===== config.mk =====
export PLATFORM = sky130hd
export DESIGN_NAME = dpsp_top
export DESIGN_NICKNAME = d
export VERILOG_FILES = /design/src/rtl/dpsp_pkg.sv /design/src/rtl/dpsp_fifo.sv /design/src/rtl/dpsp_gain.sv /design/src/rtl/dpsp_top.sv
export SDC_FILE = /design/constraint.sdc
export NUM_CORES = 2
export LEC_CHECK = 0
export BUFFER_PORTS_ARGS = -buffer_cell sky130_fd_sc_hd__clkbuf_2
export CAP_MARGIN = 10
export CORE_MARGIN = 2
export CORE_UTILIZATION = 50
export CTS_BUF_LIST = sky130_fd_sc_hd__clkbuf_16
export DETAILED_ROUTE_END_ITERATION = 12
export PLACE_DENSITY = 0.67
export SYNTH_ARGS = -nofsm -noshare
export SYNTH_HDL_FRONTEND = slang
export SYNTH_SLANG_ARGS = --single-unit

===== constraint.sdc =====
create_clock -name CLK_I -period 47.5 [get_ports CLK_I]
set_input_delay 9.5 -clock CLK_I [delete_from_list [all_inputs] [get_ports CLK_I]]
set_output_delay 9.5 -clock CLK_I [all_outputs]
set_load 0.1 [all_outputs]

===== src/rtl/dpsp_pkg.sv =====
package dpsp_pkg;
  // core clock rate and audio frame period
  localparam int CLK_MHZ = 200;
  localparam int FRAME_US = 125;
  // frame pin held low this long means strobe-gated mode
  localparam int IDLE_US = 2 * FRAME_US;
  localparam int IDLE_CYC = IDLE_US * CLK_MHZ;
  localparam int IDLE_W = 16;
  // positions inside the pin synchroniser vector
  localparam int SY_BCLK = 0;
  localparam int SY_FRM = 1;
  localparam int SY_STB0 = 2;
  localparam int SY_STB1 = 3;
  localparam int SY_MD0 = 4;
  localparam int SY_MD1 = 5;
  localparam int SY_DIN0 = 6;
  localparam int SY_DIN1 = 7;
  localparam int SY_LAW = 8;
  localparam int SY_FMT = 9;
  localparam int SY_N = 10;
  // serial word layout: companded codes ride in the upper byte
  localparam int WORD_W = 16;
  localparam int CMP_W = 8;
  localparam int IDX_W = 4;
  localparam logic [IDX_W-1:0] CMP_LAST = 4'h7;
  localparam logic [IDX_W-1:0] LIN_LAST = 4'hf;
  localparam int FCNT_W = 9;
  localparam int SLOT_BITS = 8;
  localparam int SUB_W = 2;
  localparam int BOOT_W = 2;
  localparam logic [BOOT_W-1:0] BOOT_DONE = 2'h3;
  // bit inversion masks of the standard code style
  localparam logic [CMP_W-1:0] MASK_A = 8'h55;
  localparam logic [CMP_W-1:0] MASK_MU = 8'h7f;
  // speaker gain, -24 db .. +21 db in 3 db steps, q12 coefficients
  localparam int GAIN_IDX_W = 4;
  localparam int GAIN_N = 16;
  localparam int GAIN_FRAC = 12;
  localparam logic [15:0] GAIN_TAB [GAIN_N] = '{
    16'h0102, 16'h016c, 16'h0202, 16'h02d6,
    16'h0401, 16'h05aa, 16'h0805, 16'h0b54,
    16'h1000, 16'h169a, 16'h1fed, 16'h2d18,
    16'h3fb2, 16'h59f9, 16'h7f15, 16'hb384};
  localparam logic [WORD_W-1:0] LIN_MAX = 16'h7fff;
  localparam logic [WORD_W-1:0] LIN_MIN = 16'h8000;
  // apb register map
  localparam int APB_AW = 8;
  localparam logic [APB_AW-1:0] ADDR_CTRL = 8'h00;
  localparam logic [APB_AW-1:0] ADDR_STAT = 8'h04;
  localparam int CT_GAIN = 0;
  localparam int CT_LIN0 = 4;
  localparam int CT_LIN1 = 5;
  localparam int CT_GCI = 6;
  localparam int CTRL_W = 7;
  localparam logic [CTRL_W-1:0] CTRL_RST = 7'h08;
  localparam int STA_SUB0 = 0;
  localparam int STA_SUB1 = 2;
  localparam int STA_MODE = 4;
  localparam int STA_OVR = 5;
  localparam int STA_EMPTY = 6;

  // port timing mode
  typedef enum logic {
    MODE_STROBE = 1'b0,
    MODE_FRAMED = 1'b1
  } dpsp_mode_e;

  // per-port serial state
  typedef struct packed {
    logic [WORD_W-1:0] rx_sh;
    logic [WORD_W-1:0] tx_sh;
    logic [IDX_W-1:0] idx;
    logic out;
    logic oe;
    logic [SUB_W-1:0] submode;
  } dpsp_port_s;

  // code style: the standard code inverts bits of sign-magnitude
  function automatic logic [CMP_W-1:0] dpsp_style(
    input logic [CMP_W-1:0] c,
    input logic a_law,
    input logic g711
  );
    logic [CMP_W-1:0] m;
    m = a_law ? MASK_A : MASK_MU;
    return g711 ? (c ^ m) : c;
  endfunction
endpackage


===== src/rtl/dpsp_fifo.sv =====
`timescale 1ns/100ps
`default_nettype none
module dpsp_fifo
  import dpsp_pkg::*;
#(
  parameter int W = 16,
  parameter int DEPTH = 16
) (
  input wire logic clk_i,
  input wire logic rst_i,
  input wire logic in_valid_i,
  output logic in_ready_o,
  input wire logic [W-1:0] in_data_i,
  output logic out_valid_o,
  input wire logic out_ready_i,
  output logic [W-1:0] out_data_o
);
  // pointers wrap naturally, so depth must be a power of two
  localparam int AW = $clog2(DEPTH);

  typedef struct packed {
    logic [DEPTH-1:0][W-1:0] mem; // word storage
    logic [AW-1:0] wp; // write index
    logic [AW-1:0] rp; // read index
    logic [AW:0] cnt; // words held
  } dpsp_fifo_s;

  dpsp_fifo_s q;
  dpsp_fifo_s d;
  logic push;
  logic pop;

  // honest flags straight from the fill count
  assign in_ready_o = (q.cnt != (AW+1)'(DEPTH));
  assign out_valid_o = (q.cnt != '0);
  assign out_data_o = q.mem[q.rp];

  // next state: push and pop may happen together
  always_comb begin
    d = q;
    push = in_valid_i && in_ready_o;
    pop = out_valid_o && out_ready_i;
    if (push) begin
      d.mem[q.wp] = in_data_i;
      d.wp = q.wp + 1'b1;
    end
    if (pop) begin
      d.rp = q.rp + 1'b1;
    end
    d.cnt = q.cnt + (AW+1)'(push) - (AW+1)'(pop);
  end

  // state register
  always_ff @(posedge clk_i or posedge rst_i) begin
    if (rst_i) begin
      q <= '0;
    end else begin
      q <= d;
    end
  end

  full_hold_a: assert property (@(posedge clk_i) disable iff (rst_i)
    in_valid_i && !in_ready_o && !out_ready_i |=> q.cnt == $past(q.cnt))
    else $error("fifo took a word while full");
endmodule
`default_nettype wire


===== src/rtl/dpsp_gain.sv =====
`timescale 1ns/100ps
`default_nettype none
module dpsp_gain
  import dpsp_pkg::*;
(
  input wire logic clk_i,
  input wire logic rst_i,
  input wire logic in_valid_i,
  output logic in_ready_o,
  input wire logic [WORD_W-1:0] in_data_i,
  input wire logic bypass_i,
  input wire logic [GAIN_IDX_W-1:0] idx_i,
  output logic out_valid_o,
  input wire logic out_ready_i,
  output logic [WORD_W-1:0] out_data_o
);
  typedef struct packed {
    logic v; // output word held
    logic [WORD_W-1:0] data; // scaled word
  } dpsp_gain_s;

  dpsp_gain_s q;
  dpsp_gain_s d;
  logic signed [32:0] prod;
  logic signed [20:0] scaled;
  logic [WORD_W-1:0] sat;

  // one stage skid: accept whenever the held word leaves
  assign in_ready_o = !q.v || out_ready_i;
  assign out_valid_o = q.v;
  assign out_data_o = q.data;

  // multiply, drop the fraction and clip to the linear range
  always_comb begin
    d = q;
    prod = $signed(in_data_i) * $signed({1'b0, GAIN_TAB[idx_i]});
    scaled = prod[32:GAIN_FRAC];
    if (scaled[20:15] == '0 || scaled[20:15] == '1) begin
      sat = scaled[15:0];
    end else begin
      sat = scaled[20] ? LIN_MIN : LIN_MAX; // clipping beats wrap noise
    end
    if (in_valid_i && in_ready_o) begin
      d.v = 1'b1;
      d.data = bypass_i ? in_data_i : sat; // companded codes pass as is
    end else if (out_ready_i) begin
      d.v = 1'b0;
    end
  end

  // state register
  always_ff @(posedge clk_i or posedge rst_i) begin
    if (rst_i) begin
      q <= '0;
    end else begin
      q <= d;
    end
  end

  gain_bypass_a: assert property (@(posedge clk_i) disable iff (rst_i)
    in_valid_i && in_ready_o && bypass_i
      |=> out_valid_o && out_data_o == $past(in_data_i))
    else $error("bypassed word altered by gain stage");
endmodule
`default_nettype wire


===== src/rtl/dpsp_top.sv =====
// Overview of operation
// - line port moves bits only under strobe or in its framed slot
// - acoustic port moves bits only under strobe or in its framed slot
// - line strobe and mode pins pick submode
// - acoustic strobe and mode pins pick submode
// - inputs take 128 to 4096 kbit/s streams
// - each port has its own sample format
// - law select low mu-law, high a-law
// - style select low sign-magnitude, high standard
// - samples cross safely into core clock
// - speaker gain -24 to +21 db, 3 db, when the line port is linear
// - frame pin tied low selects strobe mode
// - reset holds device in quiet standby
//
// The APB interface to the registers and the address map were chosen for this implementation.
`timescale 1ns/100ps
`default_nettype none
module dpsp_top
  import dpsp_pkg::*;
#(
  parameter int unsigned IDLE_CYC_P = IDLE_CYC,
  parameter int FIFO_DEPTH = 16
) (
  input wire logic CLK_I,
  input wire logic RST_I,
  input wire logic PSEL_I,
  input wire logic PENABLE_I,
  input wire logic PWRITE_I,
  input wire logic [APB_AW-1:0] PADDR_I,
  input wire logic [31:0] PWDATA_I,
  output logic [31:0] PRDATA_O,
  output logic PREADY_O,
  output logic PSLVERR_O,
  input wire logic SERIAL_BIT_CLOCK_I,
  input wire logic FRAME_ALIGN_PULSE_I,
  input wire logic LINE_PORT_STROBE_I,
  input wire logic LINE_PORT_SUBMODE_I,
  input wire logic ACOUSTIC_PORT_STROBE_I,
  input wire logic ACOUSTIC_PORT_SUBMODE_I,
  input wire logic RECV_IN_I,
  input wire logic SEND_IN_I,
  input wire logic LAW_SEL_I,
  input wire logic CODE_STYLE_I,
  output logic SEND_OUT_O,
  output logic SEND_OUT_OE_O,
  output logic RECV_OUT_O,
  output logic RECV_OUT_OE_O
);
  // all block state in one record
  typedef struct packed {
    logic [SY_N-1:0] sync1; // first stage, read by sync2 only
    logic [SY_N-1:0] sync2; // settled pin levels
    logic bclk_prev; // bit clock one cycle ago
    logic frm_prev; // frame pin one cycle ago
    dpsp_mode_e mode; // strobe-gated or framed
    logic [IDLE_W-1:0] idle_cnt; // cycles the frame pin sat low
    logic [FCNT_W-1:0] fcnt; // bit position in a framed frame
    dpsp_port_s [1:0] port; // 0 line side, 1 acoustic side
    logic pend_v; // line word waiting for the gain stage
    logic [WORD_W-1:0] pend_w; // that word
    logic [WORD_W-1:0] xsrc; // acoustic word for the send output
    logic [CTRL_W-1:0] ctrl; // software control
    logic ovr; // sticky: line word lost
    logic latched; // submodes captured
    logic [BOOT_W-1:0] boot; // settle delay after reset
    logic [31:0] prdata; // apb read data
    logic pready; // apb access answer
    logic pslverr; // apb unmapped address
  } dpsp_state_s;

  dpsp_state_s st_q;
  dpsp_state_s st_d;

  logic rise; // bit clock rising edge seen
  logic fall; // bit clock falling edge seen
  logic frm_on; // frame pulse at its active level
  logic [1:0] act; // port window open
  logic [1:0] done; // port word completed this cycle
  logic [WORD_W-1:0] rxw [2]; // completed words
  logic [IDX_W-1:0] last; // final bit index of a word
  logic [FCNT_W-1:0] start; // first bit of a framed slot
  logic [WORD_W-1:0] w; // word to send
  logic lin; // port carries linear samples
  logic fifo_pop; // acoustic port takes a word
  logic [1:0] sel; // apb decode

  // speaker path wires
  logic g_ready;
  logic g_valid;
  logic [WORD_W-1:0] g_data;
  logic f_ready;
  logic f_valid;
  logic [WORD_W-1:0] f_data;

  // one-hot register decode, used for reads and writes
  function automatic logic [1:0] reg_sel(
    input logic [APB_AW-1:0] a
  );
    reg_sel = {a == ADDR_STAT, a == ADDR_CTRL};
  endfunction

  // gain on the speaker path, bypassed for companded codes
  dpsp_gain u_gain (
    .clk_i(CLK_I),
    .rst_i(RST_I),
    .in_valid_i(st_q.pend_v),
    .in_ready_o(g_ready),
    .in_data_i(st_q.pend_w),
    .bypass_i(!st_q.ctrl[CT_LIN0]),
    .idx_i(st_q.ctrl[CT_GAIN +: GAIN_IDX_W]),
    .out_valid_o(g_valid),
    .out_ready_i(f_ready),
    .out_data_o(g_data)
  );

  // buffer between line receive and speaker output
  dpsp_fifo #(
    .W(WORD_W),
    .DEPTH(FIFO_DEPTH)
  ) u_fifo (
    .clk_i(CLK_I),
    .rst_i(RST_I),
    .in_valid_i(g_valid),
    .in_ready_o(f_ready),
    .in_data_i(g_data),
    .out_valid_o(f_valid),
    .out_ready_i(fifo_pop),
    .out_data_o(f_data)
  );

  // next-state logic
  always_comb begin
    st_d = st_q;
    fifo_pop = 1'b0;
    done = '0;
    act = '0;
    rxw[0] = '0;
    rxw[1] = '0;
    last = CMP_LAST;
    start = '0;
    w = '0;
    lin = 1'b0;
    sel = reg_sel(PADDR_I);
    // every serial-side pin passes two flops before use; apb pins do not
    st_d.sync1 = {CODE_STYLE_I, LAW_SEL_I, SEND_IN_I, RECV_IN_I,
                  ACOUSTIC_PORT_SUBMODE_I, LINE_PORT_SUBMODE_I,
                  ACOUSTIC_PORT_STROBE_I, LINE_PORT_STROBE_I,
                  FRAME_ALIGN_PULSE_I, SERIAL_BIT_CLOCK_I};
    st_d.sync2 = st_q.sync1;
    st_d.bclk_prev = st_q.sync2[SY_BCLK];
    st_d.frm_prev = st_q.sync2[SY_FRM];
    rise = st_q.sync2[SY_BCLK] && !st_q.bclk_prev;
    fall = !st_q.sync2[SY_BCLK] && st_q.bclk_prev;
    // gci pulse is active high, the other framed mode active low
    frm_on = st_q.ctrl[CT_GCI] ? st_q.sync2[SY_FRM] : !st_q.sync2[SY_FRM];

    // a pin that never rises is tied low: strobe-gated mode
    if (st_q.sync2[SY_FRM]) begin
      st_d.idle_cnt = '0;
      if (!st_q.frm_prev) begin
        st_d.mode = MODE_FRAMED;
      end
    end else if (st_q.idle_cnt != IDLE_W'(IDLE_CYC_P)) begin
      st_d.idle_cnt = st_q.idle_cnt + 1'b1;
    end else begin
      st_d.mode = MODE_STROBE;
    end

    // framed bit counter restarts on the frame pulse
    if (fall) begin
      st_d.fcnt = frm_on ? '0 : st_q.fcnt + 1'b1;
    end

    // catch submodes once the synchroniser has settled
    if (!st_q.latched) begin
      st_d.boot = st_q.boot + 1'b1;
      if (st_q.boot == BOOT_DONE) begin
        st_d.latched = 1'b1;
        st_d.port[0].submode = {st_q.sync2[SY_MD0],
                                st_q.sync2[SY_STB0]};
        st_d.port[1].submode = {st_q.sync2[SY_MD1],
                                st_q.sync2[SY_STB1]};
      end
    end

    // both ports run the same serial engine
    for (int p = 0; p < 2; p++) begin
      lin = st_q.ctrl[CT_LIN0 + p];
      last = lin ? LIN_LAST : CMP_LAST;
      start = FCNT_W'(st_q.port[p].submode) * FCNT_W'(SLOT_BITS);
      case (st_q.mode)
        MODE_STROBE: act[p] = st_q.sync2[SY_STB0 + p];
        MODE_FRAMED: act[p] = st_q.fcnt >= start &&
                              st_q.fcnt <= start + FCNT_W'(last);
        default: act[p] = 1'b0;
      endcase
      // send side: load on the first rising edge, then shift
      if (rise) begin
        if (act[p]) begin
          if (st_q.port[p].idx == '0) begin
            if (p == 0) begin
              w = st_q.xsrc;
            end else begin
              w = f_valid ? f_data : '0; // idle on empty buffer
              fifo_pop = f_valid;
            end
            if (!lin) begin
              w = {dpsp_style(w[WORD_W-1 -: CMP_W], st_q.sync2[SY_LAW],
                   st_q.sync2[SY_FMT]), {CMP_W{1'b0}}};
            end
          end else begin
            w = st_q.port[p].tx_sh;
          end
          st_d.port[p].out = w[WORD_W-1];
          st_d.port[p].tx_sh = w << 1;
          st_d.port[p].oe = 1'b1;
        end else begin
          st_d.port[p].out = 1'b0;
          st_d.port[p].oe = 1'b0; // release the shared line
        end
      end
      // receive side: sample on the falling edge
      if (fall) begin
        if (act[p]) begin
          st_d.port[p].rx_sh = {st_q.port[p].rx_sh[WORD_W-2:0],
                                st_q.sync2[SY_DIN0 + p]};
          if (st_q.port[p].idx == last) begin
            done[p] = 1'b1;
            st_d.port[p].idx = '0;
          end else begin
            st_d.port[p].idx = st_q.port[p].idx + 1'b1;
          end
        end else begin
          st_d.port[p].idx = '0; // short strobe drops the word
        end
      end
      rxw[p] = lin ? st_d.port[p].rx_sh :
               {dpsp_style(st_d.port[p].rx_sh[CMP_W-1:0],
                st_q.sync2[SY_LAW], st_q.sync2[SY_FMT]),
                {CMP_W{1'b0}}};
    end

    // line word hands over to the gain stage
    if (st_q.pend_v && g_ready) begin
      st_d.pend_v = 1'b0;
    end
    // w1c on the lost-word flag; a new loss below wins
    if (PSEL_I && PENABLE_I && st_q.pready && PWRITE_I &&
        sel[1] && PWDATA_I[STA_OVR]) begin
      st_d.ovr = 1'b0;
    end
    if (done[0]) begin
      if (st_q.pend_v && !g_ready) begin
        st_d.ovr = 1'b1; // back-pressure reached the port
      end
      st_d.pend_v = 1'b1;
      st_d.pend_w = rxw[0];
    end
    // microphone word goes straight to the send output
    if (done[1]) begin
      st_d.xsrc = rxw[1];
    end

    // apb: answer in the first access cycle
    st_d.pready = 1'b0;
    st_d.pslverr = 1'b0;
    if (PSEL_I && !PENABLE_I) begin
      st_d.pready = 1'b1;
      st_d.prdata = '0;
      case (sel)
        2'h1: st_d.prdata[CTRL_W-1:0] = st_q.ctrl;
        2'h2: begin
          st_d.prdata[STA_SUB0 +: SUB_W] = st_q.port[0].submode;
          st_d.prdata[STA_SUB1 +: SUB_W] = st_q.port[1].submode;
          st_d.prdata[STA_MODE] = st_q.mode;
          st_d.prdata[STA_OVR] = st_q.ovr;
          st_d.prdata[STA_EMPTY] = !f_valid;
        end
        default: st_d.pslverr = 1'b1; // unmapped reads zero
      endcase
    end
    if (PSEL_I && PENABLE_I && st_q.pready && PWRITE_I && sel[0]) begin
      st_d.ctrl = PWDATA_I[CTRL_W-1:0];
    end
  end

  // state register; reset keeps both outputs released
  always_ff @(posedge CLK_I or posedge RST_I) begin
    if (RST_I) begin
      st_q <= '0;
      st_q.ctrl <= CTRL_RST;
    end else begin
      st_q <= st_d;
    end
  end

  // outputs straight from state flops
  assign PRDATA_O = st_q.prdata;
  assign PREADY_O = st_q.pready;
  assign PSLVERR_O = st_q.pslverr;
  assign SEND_OUT_O = st_q.port[0].out;
  assign SEND_OUT_OE_O = st_q.port[0].oe;
  assign RECV_OUT_O = st_q.port[1].out;
  assign RECV_OUT_OE_O = st_q.port[1].oe;

  line_gate_a: assert property (@(posedge CLK_I) disable iff (RST_I)
    $changed(st_q.port[0].rx_sh) |-> $past(act[0] && fall))
    else $error("line port sampled outside its window");

  acou_gate_a: assert property (@(posedge CLK_I) disable iff (RST_I)
    $changed(st_q.port[1].rx_sh) |-> $past(act[1] && fall))
    else $error("acoustic port sampled outside its window");

  line_sub_a: assert property (@(posedge CLK_I) disable iff (RST_I)
    $rose(st_q.latched) |-> st_q.port[0].submode ==
      $past({st_q.sync2[SY_MD0], st_q.sync2[SY_STB0]}))
    else $error("line submode not taken from pins");

  acou_sub_a: assert property (@(posedge CLK_I) disable iff (RST_I)
    $rose(st_q.latched) |-> st_q.port[1].submode ==
      $past({st_q.sync2[SY_MD1], st_q.sync2[SY_STB1]}))
    else $error("acoustic submode not taken from pins");

  sub_hold_a: assert property (@(posedge CLK_I) disable iff (RST_I)
    st_q.latched |=> $stable(st_q.port[0].submode) &&
      $stable(st_q.port[1].submode))
    else $error("submode changed after latch");

  frame_detect_a: assert property (@(posedge CLK_I) disable iff (RST_I)
    !st_q.sync2[SY_FRM] && st_q.idle_cnt == IDLE_W'(IDLE_CYC_P)
      |=> st_q.mode == MODE_STROBE)
    else $error("tied-low frame pin did not select strobe mode");

  code_style_a: assert property (@(posedge CLK_I) disable iff (RST_I)
    done[1] && !st_q.ctrl[CT_LIN1] |=> st_q.xsrc[WORD_W-1 -: CMP_W] ==
      dpsp_style($past(st_q.port[1].rx_sh[CMP_W-2:0]) << 1 |
        CMP_W'($past(st_q.sync2[SY_DIN1])),
        $past(st_q.sync2[SY_LAW]), $past(st_q.sync2[SY_FMT])))
    else $error("companded code style mismatch");

  standby_a: assert property (@(posedge CLK_I) disable iff (RST_I)
    $past(RST_I) |-> !SEND_OUT_OE_O && !RECV_OUT_OE_O)
    else $error("output driven straight after reset");

  apb_ready_a: assert property (@(posedge CLK_I) disable iff (RST_I)
    PSEL_I && !PENABLE_I |=> PREADY_O ##1 !PREADY_O || !PENABLE_I)
    else $error("apb answer not one access cycle");
endmodule
`default_nettype wire

[Yosys cells after proc, flatten, opt, wreduce, memory -nomap -nowiden]
Memory sizes are Yosys's and may differ from the RTL's.
Cells that the tools add are included.
Storage, ports and cells
  memories: 1
  bits of input ports: 55
  ROM bits: 256
  word-level logic and storage cells: 196
  register bits after elaboration: 465
  output and inout port bits: 38
Cells by class
  $mul: 1
  eq/ne operators: 11
  reduce and logical (&&, ||, !) cells: 38
  order comparisons: 8
  $add $sub $neg: 11
  bitwise logic cells: 7
  mux-type cells: 69
Memory list
  (no name shown): words 16, bits a word 16, rd ports 1, clocked after Yosys merged registers in 0, write ports 0, line dpsp_gain.sv:36  | prod = $signed(in_data_i) * $signed({1'b0, GAIN_TAB[idx_i]});
Operators by type and width (number)
  two-way mux 16 bit: 25
  bitwise mux 256 bit: 1
  binary-select mux 16 bit (select 4 bit): 1
  demux 16 bit (select 4 bit): 1
  two-way mux 17 bit: 2
  multiplier 16 x 17 -> 33 bit: 1
  two-way mux 8 bit: 4
  two-way mux 4 bit: 6
  bitwise XOR 8 bit: 3
  two-way mux 1 bit: 20
  >= comparator 9 x 5 -> 1 bit: 2
  less-or-equal comparator 9 x 6 -> 1 bit: 2
  adder 16 x 1 -> 16 bit (second input constant): 1
  adder 4 x 1 -> 4 bit (second input constant): 4
  logical AND 1 bit: 16
  != test 16 bit (second input constant): 1
  one-hot mux 7 bit (2 select lines): 1
  adder 5 x 4 -> 6 bit: 2
  less-than comparator 4 x 5 -> 1 bit (second input constant): 2
  adder 9 x 1 -> 9 bit (second input constant): 1
  two-way mux 9 bit: 1
  == test 4 bit: 2
  == test 8 x 3 -> 1 bit (second input constant): 1
  zero test 4 bit: 2
  25 further kinds: 43

[Logic depth before layout (Yosys ltp)]
  depth in word-level cells: 12
  gate-level depth with buffers: 32

[Hierarchy]
Synthesis repeated with hierarchy kept, for this count alone.
Second synthesis, totals
  cells, all modules: 2888
  area total of the unflattened synthesis: 31196.2 sq um
By module, submodules not included
  dpsp_fifo: cells each 840, seq. area each 6731.5 sq um, area an instance 12572.1 sq um, times used 1
  dpsp_gain: cells each 1211, seq. area each 425.4 sq um, area an instance 10132.2 sq um, times used 1
  dpsp_top: cells each 837, seq. area each 4430.5 sq um, area an instance 8491.9 sq um, times used 1

[Worst setup path after synthesis]
OpenSTA, ideal clock, no wires.
  path type: input to register
  from: input port PADDR_I[5]
  to: register st_q (netlist bit PRDATA_O[1])
  slack: 36539 ps
  arrival time: 10878 ps
  buffers on the path: 0
  required time: 47417 ps
  stages on the path: 7
  cells stage by stage: nor4_1 -> nand2_1 -> or2_2 -> inv_1 -> ha_1 -> or2_0 -> o21ai_0
On the way
  cells in the longest elaborated chain, start to end: 3
  elaborated cells between the ends (all ways): 5
RTL lines
  start: declaration: line dpsp_top.sv:29  | input wire logic [APB_AW-1:0] PADDR_I,
  == test 8 x 3 -> 1 bit / zero test 8 bit (equally long branches): line dpsp_top.sv:99  | reg_sel = {a == ADDR_STAT, a == ADDR_CTRL};
  == test 2 bit / == test 2 x 1 -> 1 bit (equally long branches): line dpsp_top.sv:270  | case (sel)
  one-hot mux 7 bit (2 select lines) *: line dpsp_top.sv:270
  end signal: assignment: line dpsp_top.sv:293  | st_q <= st_d;
  end: declaration: line dpsp_top.sv:71  | dpsp_state_s st_q;
Every way passes the cells marked *; elsewhere a longest branch is shown, timed or not.
A chain may end at the register's enable or synchronous reset.

==> reports/results.txt <==
Status: finished clean
R2r setup slk: 38640 ps
Crit path from: RST_I
Initial antenna violation count: 2
Final Skew: 17.5 ps
RSZ-0062 raised after global routing: false
WHS: 342 ps
Post-route insts no fill: 3651
Hold Fails Final Rpt: 0
Setup TNS: 0 ps
Mean post-synth cell area: 10.7 sq um
Register area: 11600 sq um
Max Freq: 88.5 MHz
Crit path arrival time: 11850 ps
Total setup buffers inserted after CTS: 0
Top post-synthesis cells by area: dfrtp_1 (38%), fa_1 (13%), mux2_2 (11%), ha_1 (6.6%), inv_1 (3.8%)
Cts hold-fix bufs: 0
Fraction of layout cells with a size suffix above 1: 17.7%
Die area: 63600 sq um
Htree depth: 2
Post-synthesis sequential area ratio: 37.8%
Die H: 252 um
Cell taking the most area after synthesis: dfrtp_1
Flops & latches, synth: 465
Synth cell types: 76
First-pass GRT wire length: 118000 um
Die W: 252 um
Num CTS Buffers: 45
Top Ports: 93
Maximum vdd drop: 0.0000376 V
Power per Cell Area: 27.5 nW/um^2
Core area: 60600 sq um
CTS tree: done
Pwr Total: 0.908 mW
DR vias: 20900
Warnings from Yosys: 0
Final core utilization: 54.5%
Initial Util: 50.9%
GRT Total Usage: 23.4%
Min Tclk post-route: 11300 ps
Critical Path Source Type: input pin
Post-route ant nets: 0
GRT overflow: 0
Largest net degree at the start of global routing: 184
Clk_lat worst skew: 570 ps
Crit. End Element: asynchronous set/reset pin
Cell count after synthesis: 2872
Placer Congestion: 0.878
Violation count after the first detailed-route iteration: 1402
CTS Sinks: 465
Max-slew violation count: 0
Crit path to: u_fifo.q[101]$_DFFE_PP0P_
Number of max-cap violations: 0
DP Wirelength: 51700 um
Fin worst setup slack: 36200 ps
TritonRoute pass-1 iters: 5
Pre-CTS setup slack: 35330 ps
Total Wirelength: 72600 um
Hold_sp: st_d[192]$_DFF_PP0_
Ys async rst share: 100%
Final instance area: 33000 sq um
Slew at the pin closest to its max-slew limit: 1310 ps
Main flop type after synthesis: dfrtp_1
# nets final: 3244
Site row count: 90
Port Buffers: 42
Post-Place Cell Area: 31600 sq um
P&R area growth vs syn: 7.08%
Post_cts resized: 0
Worst setup path category: input pin to asynchronous set/reset pin
Final setup fails: 0
Cell area after technology mapping: 30800 sq um
Multi-input logic area: 17200 sq um
Wire per inst: 19.9 um
Post-synth top area share: 37.7%
Residual DRC: 0
Number of global-route vias before repair: 22200
Worst r2r src: st_q[39]$_DFFE_PP0P_
Fillers: 5204
Vias per inst: 5.72
CP max FO: 183
Post-synth EDFFs: 0
Reg clk slew, reported paths: 60 ps
R2R depth: 24
Hold crit path type: flip-flop to flip-flop
Leak pwr: 16.5 nW
Antenna cells: 0
Worst r2r dst: u_gain.out_data_o[14]$_DFFE_PP0P_
Tcrit/Tclk final: 23.8%
Slew Limit Headroom: 12.7%
Required @ worst endpoint: 48050 ps
CTS root buf: clkbuf_16
Cells after DPL: 3567
Buffer levels on the longest clock path: 3
[metal layers]
metal  global-route usage (%)  up-vias  wire [um]
li1                         -     9518          -
met1                     31.2    10700      31300
met2                     40.1      547      35600
met3                     3.72      127       3970
met4                     6.14        0       1770
met5                        0        -          0
[layout by cell type (no fill, tap or decap), types with 6 or more instances in the layout]
| cell | netlist | routed |
|---|---|---|
| o21ai_0 | 156 | 155 |
| conb_1 | 1 | 25 |
| nor2_1 | 68 | 68 |
| nand3_1 | 46 | 46 |
| and2_1 | 106 | 106 |
| xnor2_1 | 44 | 44 |
| clkinv_1 | 0 | 17 |
| clkbuf_16 | 0 | 47 |
| ha_1 | 163 | 163 |
| a31oi_1 | 7 | 6 |
| nor3_1 | 10 | 10 |
| nand4_1 | 19 | 19 |
| a22oi_1 | 23 | 23 |
| a211oi_2 | 7 | 7 |
| nor4_1 | 6 | 6 |
| inv_1 | 310 | 319 |
| fa_1 | 194 | 194 |
| nand2_1 | 305 | 305 |
| o31ai_1 | 18 | 15 |
| o22ai_1 | 14 | 14 |
| mux2_2 | 290 | 290 |
| clkbuf_2 | 0 | 42 |
| a221oi_1 | 13 | 13 |
| a21oi_1 | 97 | 97 |
| dfrtp_1 | 464 | 463 |
| buf_4 | 34 | 45 |
| and3_1 | 30 | 30 |
| xor2_1 | 33 | 33 |
| mux2i_1 | 80 | 80 |
| mux4_2 | 35 | 35 |
| nor2b_1 | 14 | 14 |
| nand2b_1 | 13 | 13 |
| a211oi_1 | 11 | 11 |
| or3_1 | 12 | 12 |
| or2_2 | 9 | 9 |
| o221ai_1 | 7 | 7 |
[registers in the layout, summed over array words and instances (netlist names)]
| register | count |
|---|---|
| u_gain.out_valid_o | 1 |
| lin | 1 |
| u_fifo.q | 269 |
| PRDATA_O | 7 |
| SEND_OUT_OE_O | 1 |
| RECV_OUT_O | 1 |
| PREADY_O | 1 |
| SEND_OUT_O | 1 |
| st_q | 153 |
| st_d | 12 |
| u_gain.out_data_o | 16 |
| PSLVERR_O | 1 |
| RECV_OUT_OE_O | 1 |
[synthesized netlist by cell type, drive strengths merged (6+ instances only)]
master,instances
mux4,35
o221ai,7
nor2,68
clkbuf,141
and2,106
nand2b,13
nor4,6
a31oi,7
o31ai,18
nor3,10
or3,12
o22ai,14
mux2i,80
a22oi,23
xnor2,44
inv,310
dfrtp,464
nand2,306
or2,12
xor2,33
ha,163
nand3,46
a211oi,18
mux2,290
fa,194
a21oi,98
nor2b,14
and3,30
a221oi,17
o21ai,157
buf,58
nand4,19
[where the power goes]
group,switching (mW),total [mW],internal (mW)
Sequential,0.0203,0.431,0.410
Combinational,0.0853,0.135,0.0498
Clock,0.152,0.342,0.190
[kinds of logic (layout without fill, tap and decap cells)]
logic type	Yosys count	after routing	share of synthesized area (%)
AO/OA/AOI/OAI	399	399	8.09
XOR/XNOR	77	77	2.19
adder cells (fa/ha/maj)	357	357	19.2
buffers and inverters	509	482	6.71
flip-flops	465	465	37.8
multiplexers	405	405	15.8
other	1	25	0.0122
AND/OR/NAND/NOR	659	659	10.2
[cell type report]
type                       instances  area share (%)
clock inverter                    37           0.660
clock buffer                      47            3.57
timing repair buffer              88            1.72
tap                              782            2.97
multi-input combinational       1922            52.2
sequential                       465            35.3
inverter                         310            3.55
[critical path, stage by stage]
cell      delay (ps)
clkbuf_2         120
inv_8            560
buf_12           680
buf_4            890
[how the worst min path moves through the flow]
stage	cells past startpoint	slack, ps	end
floorplan	0	330	st_d[184]$_DFF_PP0_
global placement	0	330	st_q[195]$_DFF_PP0_
detailed placement	0	340	st_q[195]$_DFF_PP0_
CTS	0	350	st_q[192]$_DFF_PP0_
global route	0	360	st_q[193]$_DFF_PP0_
finish	0	340	st_q[192]$_DFF_PP0_
No activity file was read; power rests on OpenSTA's default activity.
